File: src/common/link_cfg_consts.vh
// constants for the link controller configuration registers
`ifndef LINK_CFG_CONSTS_VH
`define LINK_CFG_CONSTS_VH

// ***********************************************
// register addresses (own choice, byte map)
// ***********************************************
`define ADDR_DELAY_CFG      3'h0
`define ADDR_CONTROL_ONE    3'h1
`define ADDR_STATE_VECTOR   3'h2
`define ADDR_STATUS         3'h3

// ***********************************************
// transceiver_delay_config fields
// ***********************************************
`define DLY_XCVR_SEL_BIT    6
`define DLY_RX_POL_BIT      5
`define DLY_OFFSET_LSB      0
`define DLY_RESET_VAL       8'h07
`define DLY_BASE_US         5'h09
`define DLY_RESET_US        5'h10

// ***********************************************
// link_control_one fields
// ***********************************************
`define C1_IGNORE_BIT       7
`define C1_CLK_SEL_BIT      6
`define C1_RATE_HI_BIT      3
`define C1_RATE_LO_BIT      2
`define C1_IE_BIT           1
`define C1_WCM_BIT          0
`define C1_RESET_VAL        8'h00

// ***********************************************
// state vector codes
// ***********************************************
`define SV_IDLE             8'h00
`define SV_INVALID_SYM      8'h1C

`endif

File: src/verilog/rate_divider.v
// rate divider making the link timing enable pulse from the crystal enable
`timescale 1ns/1ps
`include "link_cfg_consts.vh"

module rate_divider #(
    parameter CNT_W = 3
) (
    // clock and reset
    input  wire             clk,
    input  wire             sys_rst,
    // control
    input  wire [1:0]       rate_code,
    input  wire             xtal_tick,
    input  wire             hold,
    // output
    output reg              link_tick
);

    reg  [CNT_W-1:0] cnt_q;
    wire [CNT_W-1:0] last;

    localparam [CNT_W-1:0] CNT_ONE = {{(CNT_W-1){1'b0}}, 1'b1};

    // divide by 1, 2, 4 or 8; the shift wraps to zero at 8 so last is 7
    assign last = (CNT_ONE << rate_code) - CNT_ONE;

    // counter wraps on terminal count, gated by wait clock stop
    always @(posedge clk) begin
        if (sys_rst) begin
            cnt_q     <= {CNT_W{1'b0}};
            link_tick <= 1'b0;
        end else begin
            link_tick <= 1'b0;
            if (xtal_tick && !hold) begin
                if (cnt_q >= last) begin
                    cnt_q     <= {CNT_W{1'b0}};
                    link_tick <= 1'b1;
                end else begin
                    cnt_q <= cnt_q + 1'b1;
                end
            end
        end
    end

endmodule

File: src/verilog/rx_pin_sync.v
// three flop synchroniser for the receive pin with polarity select
`timescale 1ns/1ps

module rx_pin_sync (
    // clock and reset
    input  wire             clk,
    input  wire             sys_rst,
    // pin and polarity
    input  wire             rx_pin,
    input  wire             true_pol,
    // synchronised bus state, 1 = active
    output reg              bus_active
);

    reg s1_q;
    reg s2_q;
    reg s3_q;

    // first flop only feeds second; change accepted when 2 and 3 agree
    always @(posedge clk) begin
        if (sys_rst) begin
            s1_q       <= 1'b0;
            s2_q       <= 1'b0;
            s3_q       <= 1'b0;
            bus_active <= 1'b0;
        end else begin
            s1_q <= rx_pin;
            s2_q <= s1_q;
            s3_q <= s2_q;
            if (s2_q == s3_q) begin
                bus_active <= true_pol ? s3_q : ~s3_q;
            end
        end
    end

endmodule

File: src/verilog/j1850_link_cpu_config_regs.v
// configuration and control registers of the j1850 link controller
// Functional notes
// - delay register takes only first write after reset, readable always
// - offset code maps to 9 us plus one us per step, up to 24
// - after reset the compensated delay is 16 us
// - transceiver select 1 on-board, 0 off-chip; software writes 0
// - receive polarity 1 takes pin true, 0 inverted
// - ignore bit disables receiver, masks requests, holds status at reset
// - ignore bit clears itself on start-of-frame or break
// - clock select picks 1.048576 MHz or 1 MHz symbol scaling
// - rate code 00..11 divides crystal clock by 1, 2, 4, 8
// - rate bits take only first write after reset
// - interrupt enable gates run mode requests, not wake requests
// - request held until every source cleared; disable may drop pending
// - wait clock mode stops internal clocks in cpu wait when 1
// - reading the state vector clears pending invalid symbol condition
//
// The strobed register port and the placing of the registers are this design's own decisions.
`timescale 1ns/1ps
`include "link_cfg_consts.vh"

module j1850_link_cpu_config_regs (
    // clock and reset
    input  wire             clk,
    input  wire             sys_rst,
    // register port
    input  wire [2:0]       reg_addr,
    input  wire [7:0]       reg_wdata,
    input  wire             reg_wr,
    input  wire             reg_rd,
    output reg  [7:0]       reg_rdata,
    // timing source and power modes
    input  wire             xtal_tick,
    input  wire             cpu_wait,
    input  wire             low_power_mode,
    input  wire             wake_event,
    // receive pin and link state machine events
    input  wire             rx_pin,
    input  wire             sof_seen,
    input  wire             break_seen,
    input  wire             invalid_symbol,
    // to link state machine
    output reg              rx_bus_active,
    output reg              rx_enable,
    output reg              link_tick,
    output reg              clk_binary_sel,
    output reg              onboard_xcvr_sel,
    output reg  [4:0]       xcvr_delay_us,
    output reg              clocks_stopped,
    output reg              irq
);

    // ***********************************************
    // registers
    // ***********************************************
    // delay register and its write-once lock
    reg  [7:0] delay_cfg_q;
    reg        delay_locked_q;
    // control one fields and the rate lock
    reg        ignore_q;
    reg        ignore_d;
    reg        clk_sel_q;
    reg  [1:0] rate_q;
    reg        rate_locked_q;
    reg        ie_q;
    reg        wcm_q;
    // pending request sources
    reg        inv_pend_q;
    reg        wake_pend_q;
    // decoded accesses and sub block results
    wire       wr_dly;
    wire       wr_c1;
    wire       rd_sv;
    wire       stop_clk;
    wire       tick_raw;
    wire       bus_act_raw;
    // readback words
    wire [7:0] ctl_one;
    wire [7:0] state_vec;
    wire [7:0] status_word;

    // delay code to microseconds
    function [4:0] delay_of;
        input [3:0] code;
        begin
            delay_of = `DLY_BASE_US + {1'b0, code};
        end
    endfunction

    // address match, shared by every strobe decode
    function addr_hit;
        input [2:0] addr;
        input [2:0] target;
        begin
            addr_hit = (addr == target);
        end
    endfunction

    // read multiplexer; unmapped addresses read as zero
    function [7:0] read_mux;
        input [2:0] addr;
        input [7:0] dly;
        input [7:0] c1;
        input [7:0] sv;
        input [7:0] stat;
        begin
            case (addr)
                `ADDR_DELAY_CFG:    read_mux = dly;
                `ADDR_CONTROL_ONE:  read_mux = c1;
                `ADDR_STATE_VECTOR: read_mux = sv;
                `ADDR_STATUS:       read_mux = stat;
                default:            read_mux = 8'h00;
            endcase
        end
    endfunction

    // ***********************************************
    // access decode
    // ***********************************************
    assign wr_dly   = reg_wr && addr_hit(reg_addr, `ADDR_DELAY_CFG);
    assign wr_c1    = reg_wr && addr_hit(reg_addr, `ADDR_CONTROL_ONE);
    assign rd_sv    = reg_rd && addr_hit(reg_addr, `ADDR_STATE_VECTOR);

    // ***********************************************
    // clock hold
    // ***********************************************
    // divider holds only when wait mode and the wait clock bit are both set
    assign stop_clk = cpu_wait && wcm_q;

    // ***********************************************
    // readback words
    // ***********************************************
    assign ctl_one = {ignore_q, clk_sel_q, 2'b00, rate_q, ie_q, wcm_q};
    assign status_word = {5'h00, wake_pend_q, rate_locked_q, delay_locked_q};
    // status held at reset code while ignoring
    assign state_vec = (inv_pend_q && !ignore_q) ? `SV_INVALID_SYM : `SV_IDLE;

    // ***********************************************
    // sub blocks
    // ***********************************************
    rate_divider #(
        .CNT_W (3)
    ) u_div (
        .clk       (clk),
        .sys_rst   (sys_rst),
        .rate_code (rate_q),
        .xtal_tick (xtal_tick),
        .hold      (stop_clk),
        .link_tick (tick_raw)
    );

    rx_pin_sync u_sync (
        .clk        (clk),
        .sys_rst    (sys_rst),
        .rx_pin     (rx_pin),
        .true_pol   (delay_cfg_q[`DLY_RX_POL_BIT]),
        .bus_active (bus_act_raw)
    );

    // ***********************************************
    // delay register, one write per reset
    // ***********************************************
    always @(posedge clk) begin
        if (sys_rst) begin
            delay_cfg_q    <= `DLY_RESET_VAL;
            delay_locked_q <= 1'b0;
        end else if (wr_dly && !delay_locked_q) begin
            delay_cfg_q    <= reg_wdata & 8'h6F;
            delay_locked_q <= 1'b1;
        end
    end

    // ***********************************************
    // control one
    // ***********************************************
    // ignore next value; self clear on sof or break, only while the bit is already set, wins over a write
    always @* begin
        ignore_d = ignore_q;
        if (wr_c1) begin
            ignore_d = reg_wdata[`C1_IGNORE_BIT];
        end
        if (ignore_q && (sof_seen || break_seen)) begin
            ignore_d = 1'b0;
        end
    end

    // control one fields; rate bits lock on the first write
    always @(posedge clk) begin
        if (sys_rst) begin
            ignore_q      <= 1'b0;
            clk_sel_q     <= 1'b0;
            rate_q        <= 2'b00;
            rate_locked_q <= 1'b0;
            ie_q          <= 1'b0;
            wcm_q         <= 1'b0;
        end else begin
            ignore_q <= ignore_d;
            if (wr_c1) begin
                clk_sel_q <= reg_wdata[`C1_CLK_SEL_BIT];
                ie_q      <= reg_wdata[`C1_IE_BIT];
                wcm_q     <= reg_wdata[`C1_WCM_BIT];
                if (!rate_locked_q) begin
                    rate_q        <= {reg_wdata[`C1_RATE_HI_BIT], reg_wdata[`C1_RATE_LO_BIT]};
                    rate_locked_q <= 1'b1;
                end
            end
        end
    end

    // ***********************************************
    // interrupt sources
    // ***********************************************
    // a new event in the read cycle is kept: set wins over clear
    always @(posedge clk) begin
        if (sys_rst) begin
            inv_pend_q  <= 1'b0;
            wake_pend_q <= 1'b0;
        end else begin
            if (ignore_q) begin
                inv_pend_q <= 1'b0;
            end else if (invalid_symbol) begin
                inv_pend_q <= 1'b1;
            end else if (rd_sv) begin
                inv_pend_q <= 1'b0;
            end else if (wr_c1 && !reg_wdata[`C1_IE_BIT]) begin
                inv_pend_q <= 1'b0;
            end
            if (wake_event && low_power_mode) begin
                wake_pend_q <= 1'b1;
            end else if (rd_sv) begin
                wake_pend_q <= 1'b0;
            end
        end
    end

    // ***********************************************
    // receive path outputs
    // ***********************************************
    // receiver gate follows the ignore bit one cycle late
    always @(posedge clk) begin
        if (sys_rst) begin
            rx_bus_active <= 1'b0;
            rx_enable     <= 1'b0;
        end else begin
            rx_bus_active <= bus_act_raw;
            rx_enable     <= ~ignore_q;
        end
    end

    // ***********************************************
    // timing and transceiver outputs
    // ***********************************************
    // registered so the link side never sees decode glitches
    always @(posedge clk) begin
        if (sys_rst) begin
            link_tick        <= 1'b0;
            clk_binary_sel   <= 1'b0;
            onboard_xcvr_sel <= 1'b0;
            xcvr_delay_us    <= `DLY_RESET_US;
        end else begin
            link_tick        <= tick_raw;
            clk_binary_sel   <= clk_sel_q;
            onboard_xcvr_sel <= delay_cfg_q[`DLY_XCVR_SEL_BIT];
            xcvr_delay_us    <= delay_of(delay_cfg_q[3:0]);
        end
    end

    // ***********************************************
    // power mode output
    // ***********************************************
    // tells the link side that the divider is held
    always @(posedge clk) begin
        if (sys_rst) begin
            clocks_stopped <= 1'b0;
        end else begin
            clocks_stopped <= stop_clk;
        end
    end

    // ***********************************************
    // interrupt request
    // ***********************************************
    // wake requests bypass enable; run requests need it
    always @(posedge clk) begin
        if (sys_rst) begin
            irq <= 1'b0;
        end else begin
            irq <= !ignore_q && ((inv_pend_q && ie_q) || wake_pend_q);
        end
    end

    // ***********************************************
    // read data
    // ***********************************************
    // zero outside the read slot, so a stale word never looks valid
    always @(posedge clk) begin
        if (sys_rst) begin
            reg_rdata <= 8'h00;
        end else if (reg_rd) begin
            reg_rdata <= read_mux(reg_addr, delay_cfg_q, ctl_one, state_vec, status_word);
        end else begin
            reg_rdata <= 8'h00;
        end
    end

endmodule

File: config.mk
export PLATFORM = sky130hd
export DESIGN_NAME = j1850_link_cpu_config_regs
export DESIGN_NICKNAME = d
export VERILOG_FILES = /design/src/verilog/rate_divider.v /design/src/verilog/rx_pin_sync.v /design/src/verilog/j1850_link_cpu_config_regs.v
export VERILOG_INCLUDE_DIRS = /design/src /design/src/common
export SDC_FILE = /design/constraint.sdc
export NUM_CORES = 1
export LEC_CHECK = 0
export ABC_AREA = 0
export BUFFER_PORTS_ARGS = -buffer_cell sky130_fd_sc_hd__buf_4
export CORE_ASPECT_RATIO = 0.75
export CORE_MARGIN = 1
export CORE_UTILIZATION = 30
export DETAILED_ROUTE_END_ITERATION = 10
export GPL_TIMING_DRIVEN = 0
export SLEW_MARGIN = 20
export SYNTH_ARGS = -nofsm -noshare
export SYNTH_HDL_FRONTEND = slang
export SYNTH_SLANG_ARGS = --single-unit
export TNS_END_PERCENT = 30
File: constraint.sdc
create_clock -name clk -period 2.2 [get_ports clk]
set_clock_uncertainty 0.1 [all_clocks]
set_input_delay 0.44 -clock clk [delete_from_list [all_inputs] [get_ports clk]]
set_output_delay 0.44 -clock clk [all_outputs]
set_load 0.02 [all_outputs]
==> impl_results.md, run 1 <==
* Status: complete, no violations
* Root Buffer: clkbuf_8
* Synthesized cell area at between 1500 and 2000 um2
* DPL Wire Length at 2560 um
* Min-Delay Path Class: in2reg
* Inst Count DP at about 290
* GRT met2 Usage at roughly 18%
* CP Capture Type: register
* Yosys top cell area share at a little over half
* Post-CTS setup buffer count at 0
* Sink Count at 44
* WHS Path Cells at 2
* Vias in the first global route at 1,154
* Post-synthesis xor/xnor area fraction at under 10%
* Synth area leaders: dfxtp_1 (53%), mux2i_1 (8.4%), nor2_1 (6.1%)
* GR Util met3 at under 10%
* Pwr dens at approximately 740 nW/um2
* Register area share after synthesis at a little over half
* CORE AREA at 5350 um2
* Critical hold path startpoint: rx_pin
* NumNets Final at between 200 and 250
* Final Hold Viols at 0
* RSZ-0062 raised after global routing: no
* Post-Syn Nets at around 200
* CP startpoint kind: register
* Clock-pin slew on the worst setup and hold paths at roughly 0.08 ns
* Critical path class: reg2reg
* Adder-Cell Fraction of Synth Area at 3.74%
* WL final at about 3500 um
* Die Y at about 67 um
* Num ports at 43
* H-tree level count at 2
* Max FO, Critical Path at 5
* Fmax at roughly 530 MHz
* Max Root-Sink Buffers at 2
* Main combinational cell family by area after synthesis: simple AND/OR/NAND/NOR gates
* Syn avg cell area at roughly 10 um2
* Post-Synthesis Cells at 169
* Initial antenna violation count at 0
* GRT busiest layer: met1
* Top_reg_cell synth: dfxtp_1
* Routed Antenna Nets at 0
* CTS buffer count at 5
* RR Endpoint: u_div.cnt_q[2]
* Hold_buf cts at 0
* CTS tree: built
* DRC viols at 0
* Peak VDD IR at ~0.00021 V
* Worst R2R Start: rate_q[1]
* CP arrival at about 2.0 ns
* Tot Pwr at between 1.5 and 2 mW
* EDFF count, synth at 0
* Finished Core Util at around two fifths
* Fin Setup TNS at 0 ns
* Fin. max-slew vios at 0
* Leading area contributor after synthesis: dfxtp_1
* Min Tclk post-route at approximately 1.9 ns
* Multiplexer area fraction after synthesis at 8.38%
* Vias/cell at around 4.4
* Vias at 1,282
* Final setup fails at 0
* Hold endpoint: u_sync.s1_q
* GPL Wtd Cong at roughly 0.77
* Average wire per cell in the routed design at ~12 um
* Largest net degree at the start of global routing at 15
* Diode count at 0
* Max-cap viol count at 0
* Syn-to-layout area delta at 31.3%
* Total grt overflow at 0
* WHS at 0.246 ns
* Starting Density at a little under a third
* Setup slack, reg-to-reg at 0.33 ns
* Post-Synth Simple-Gate Area at a little under a quarter
* Crit share post-route at between 80% and 90%
* DRT iter0 DRCs at 50
* Skew-Pair Late Insertion Delay at around 0.3 ns
* Die ar. at between 5000 and 6000 um2
* GRT Util Overall at a little over an eighth
* Row cnt at 23
* Count leader, synth: dfxtp_1
* Synth cell count leaders: dfxtp_1 (44), nor2_1 (27), mux2i_1 (14), a21oi_1 (9), nand2_1 (9)
* Flops & latches, synth at 44
* Cts repair resizes at 0
* Worst Setup SP: rate_q[1]
* Post-synth ARST share at 0%
* Tightest Pin Transition at around 0.55 ns
* First-pass GRT wire length at around 5600 um
* Static Leak at between 0.9 and 1 nW
* Die width at 88.2 um
* Pre-Repair DR Iteration Count at 4
* Worst path required time at approximately 2.3 ns
* Slew headroom at between 60% and 70%
* Share of cells above drive strength 1 at 26.1%
* Synth Area in Compound Gates at 8.08%
* Synthesis warning total at 0
* Reg2Reg Depth at 6
* Met1 Use GR at between 10% and 20%
* Count of cell types in the netlist at 36
* Layout Cells excl Fill at slightly below 300
* I/O Buffers at 41
==> critical path: stages (launching register included) <==
cell and delay (ns):
dfxtp_1 0.35, or2_2 0.31, ha_1 0.26, nand2b_1 0.14
a31oi_1 0.36, nand4b_1 0.14, a31oi_1 0.16
==> flip-flops by register name, summed over array words and instances (netlist names), 2 cells and up <==
register       count
rate_q             2
delay_cfg_q        6
reg_rdata          8
u_div.cnt_q        3
xcvr_delay_us      5
==> layout make-up <==
class	instances	area (um2)
sequential	44	881
multi-input combinational	115	733
clock buffer	6	82.6
buffer	8	50.0
clock inverter	2	38.8
fill	552	3160
inverter	2	7.51
timing repair buffer	41	308
tap	75	93.8
==> power by group <==
group          leakage, nW  switching, mW  internal (mW)  total (mW)
registers            0.358         0.0133          0.818       0.831
logic                0.488         0.0706         0.0695       0.140
clock network       0.0614          0.276          0.371       0.647
==> kinds of logic (layout without fill, tap and decap cells) <==
group | after synthesis | in the layout
AOI/OAI and AO/OA | 22 | 22
DFF | 44 | 44
adders and majority gates | 5 | 5
xor gates and xnor gates | 2 | 2
buffers and inverters | 10 | 59
muxes | 14 | 14
and+or+nand+nor | 72 | 72
==> through the flow <==
stage          worst slack [ns]  area, um2
2_1_floorplan             0.470       1670
3_3_place_gp              0.338       2070
3_5_place_dp              0.303       2070
4_1_cts                   0.289       2190
5_1_grt                   0.132       2190
6_report                  0.328       2190
==> how the worst max path moves through the flow <==
stage / endpoint / slack, ns / cells after the start
floorplan: u_div.cnt_q[2] / 0.47 / 6
global placement: u_div.cnt_q[2] / 0.34 / 6
detailed placement: u_div.cnt_q[2] / 0.30 / 6
CTS: u_div.cnt_q[2] / 0.29 / 6
global route: u_div.cnt_q[2] / 0.13 / 6
finish: u_div.cnt_q[2] / 0.33 / 6
==> per-layer routing <==
metal / part of all wire (%) / routed length [um]
met5: 0 / 0
met4: 1.6 / 54
met3: 5.6 / 193
met2: 41 / 1420
met1: 52 / 1790
==> cell usage in the layout (no fill, tap or decap), types with 2 or more instances in the layout <==
cell type  instances
dfxtp_1           44
buf_4             42
nor2_1            27
mux2i_1           14
nand2_1            9
a21oi_1            9
nor2b_1            8
nor3_1             7
a31oi_1            6
clkbuf_8           6
ha_1               5
clkbuf_1           4
nand2b_1           3
nand3_1            3
or2_2              2
inv_1              2
buf_6              2
nor4_1             2
nand3b_1           2
xnor2_1            2
Power figures use the tool's default switching activity.
==> inputs of run 2 (changes only) <==
- CORE_UTILIZATION: 30 -> 50
- PLACE_DENSITY: not set -> 0.76
==> impl_results.md, run 2 (same netlist as run 1, synthesis figures left out) <==
* Num ports at 43 (unchanged)
* GRT Util Overall at 24.2% (+11 points)
* Worst path required time at 2.33 ns (about the same)
* Tightest Pin Transition at 0.516 ns (-0.0325 ns)
* Slew headroom at 65.6% (+2.2 points)
* Peak VDD IR at 0.000545 V (+160%)
* Min-Delay Path Class: in2reg
* Static Leak at 0.892 nW (-1.8%)
* GPL Wtd Cong at 0.759 (-2.0%)
* Cts repair resizes at 0 (unchanged)
* Average wire per cell in the routed design at 14.6 um (+24%)
* Fin Setup TNS at 0 ns (unchanged)
* Max-cap viol count at 0 (unchanged)
* Finished Core Util at 69.1% (+28 points)
* Combinational group share of total power at 9.6% (+0.9 points)
* Die ar. at 3580 um2 (-39%)
* Skew-Pair Late Insertion Delay at 0.30 ns (about the same)
* Hold_buf cts at 0 (unchanged)
* Initial antenna violation count at 0 (unchanged)
* Crit share post-route at 86.9% (+1.8 points)
* Switching share of power at 22.9% (+0.65 points)
* Vias at 1,390 (+8.4%)
* Pwr dens at 701 nW/um2 (-5.0%)
* Commonest non-fill, non-tap cell in the layout: dfxtp_1
* Max reg flops at 8 (unchanged)
* Largest net degree at the start of global routing at 13 (-2)
* WL final at 3740 um (+8.1%)
* Layout Cells excl Fill at 256 (-13%)
* Inst Count DP at 248 (-13%)
* Final Worst Setup Slack at 0.288 ns (-0.0397 ns)
* Share of cells above drive strength 1 at 25.2% (-0.92 points)
* CP arrival at 2.05 ns (+0.05 ns)
* Most frequent cells in the layout: dfxtp_1 (44), buf_4 (42), nor2_1 (27), mux2i_1 (14)
* Status: complete, no violations
* RSZ-0062 raised after global routing: no
* Max Root-Sink Buffers at 2 (unchanged)
* Int Power at 1.14 mW (-9.1%)
* Vias/cell at 5.43 (+24%)
* CORE AREA at 3060 um2 (-43%)
* Final Hold Viols at 0 (unchanged)
* Sink Count at 44 (unchanged)
* Worst R2R Start: rate_q[1]
* First-pass GRT wire length at 6130 um (+9.0%)
* NumNets Final at 245 (unchanged)
* CP startpoint kind: register
* Die Y at 52.1 um (-22%)
* CTS tree: built
* Root Buffer: clkbuf_8
* Reg with most FFs: reg_rdata
* DPL Wire Length at 2730 um (+6.7%)
* Area of the multi-input gates at 733 um2 (unchanged)
* I/O Buffers at 41 (unchanged)
* CP Capture Type: register
* Reg area at 881 um2 (unchanged)
* DRC viols at 0 (unchanged)
* Post-CTS setup buffer count at 0 (unchanged)
* Routed Antenna Nets at 0 (unchanged)
* Filler cells at 256 (-54%)
* Pre-CTS WS at 0.305 ns (+0.00188 ns)
* P_sw at 0.340 mW (-5.7%)
* Critical hold path startpoint: rx_pin
* Clock-pin slew on the worst setup and hold paths at 0.08 ns (about the same)
* Fmax at 523 MHz (-2.1%)
* Fin. max-slew vios at 0 (unchanged)
* Min Tclk post-route at 1.91 ns (+0.0397 ns)
* DRT iter0 DRCs at 109 (+120%)
* Syn-to-layout area delta at 26.6%
* Diode count at 0 (unchanged)
* CTS buffer count at 5 (unchanged)
* Row cnt at 17 (-26%)
* Sequential power share at 56.2% (+4.8 points)
* H-tree level count at 2 (unchanged)
* Clock share of power at 34.3% (-5.7 points)
* Critical path class: reg2reg
* Final setup fails at 0 (unchanged)
* WHS at 0.259 ns (+0.0129 ns)
* Top flop regs: reg_rdata: 8 flops, delay_cfg_q: 6 flops, xcvr_delay_us: 5 flops
* Worst Setup SP: rate_q[1]
* Pre-Repair DR Iteration Count at 4 (unchanged)
* Vias in the first global route at 1,358 (+18%)
* Max FO, Critical Path at 5 (unchanged)
* Starting Density at 54.6% (+23 points)
* Die width at 68.8 um (-22%)
* Setup slack, reg-to-reg at 0.29 ns (-0.04 ns)
* Total grt overflow at 0 (unchanged)
-- run 2: area by class of cell --
type	instances	area share (%)
plain buffers	8	2.36
clock buffers	8	4.26
flip-flops and latches	44	41.6
inverters	2	0.355
repair buffers	41	14.5
well taps	38	2.25
multi-input cells	115	34.6
-- run 2: per-layer routing --
metal	track usage (%)	part of all wire [%]	vias to the layer above
met3	7.02	8.5	17
met5	0	0	-
met4	9.52	3.2	0
li1	-	-	679
met1	29.5	42	621
met2	39.7	46	73
-- run 2: final timing paths --
check,depth (start not counted),endpoint
setup / recovery,6,u_div.cnt_q[2]
hold / removal,2,u_sync.s1_q
hold reg to reg,1,u_sync.s2_q
setup reg to reg,6,u_div.cnt_q[2]
-- run 2: power groups by stage --
stage | Combinational [mW] | Sequential (mW) | Clock, mW
3_5_place_dp | 0.142 | 0.851 | 0
5_1_grt | 0.155 | 0.836 | 0.555
6_report | 0.142 | 0.833 | 0.509
3_3_place_gp | 0.137 | 0.849 | 0
4_1_cts | 0.143 | 0.833 | 0.517
2_1_floorplan | 0.0652 | 0.858 | 0
-- run 2: per-stage QoR --
| stage | instance area, um2 | power, mW |
|---|---|---|
| after floorplan | 1670 | 0.924 |
| after global placement | 2030 | 0.986 |
| after detailed placement | 2030 | 0.993 |
| after CTS | 2120 | 1.49 |
| after global routing | 2120 | 1.55 |
| final | 2120 | 1.48 |
-- run 2: worst max-delay path: stages, from the launching register on --
cell	delay, ns
dfxtp_1	0.35
or2_2	0.30
ha_1	0.26
nand2b_1	0.14
a31oi_1	0.38
nand4b_1	0.16
a31oi_1	0.17
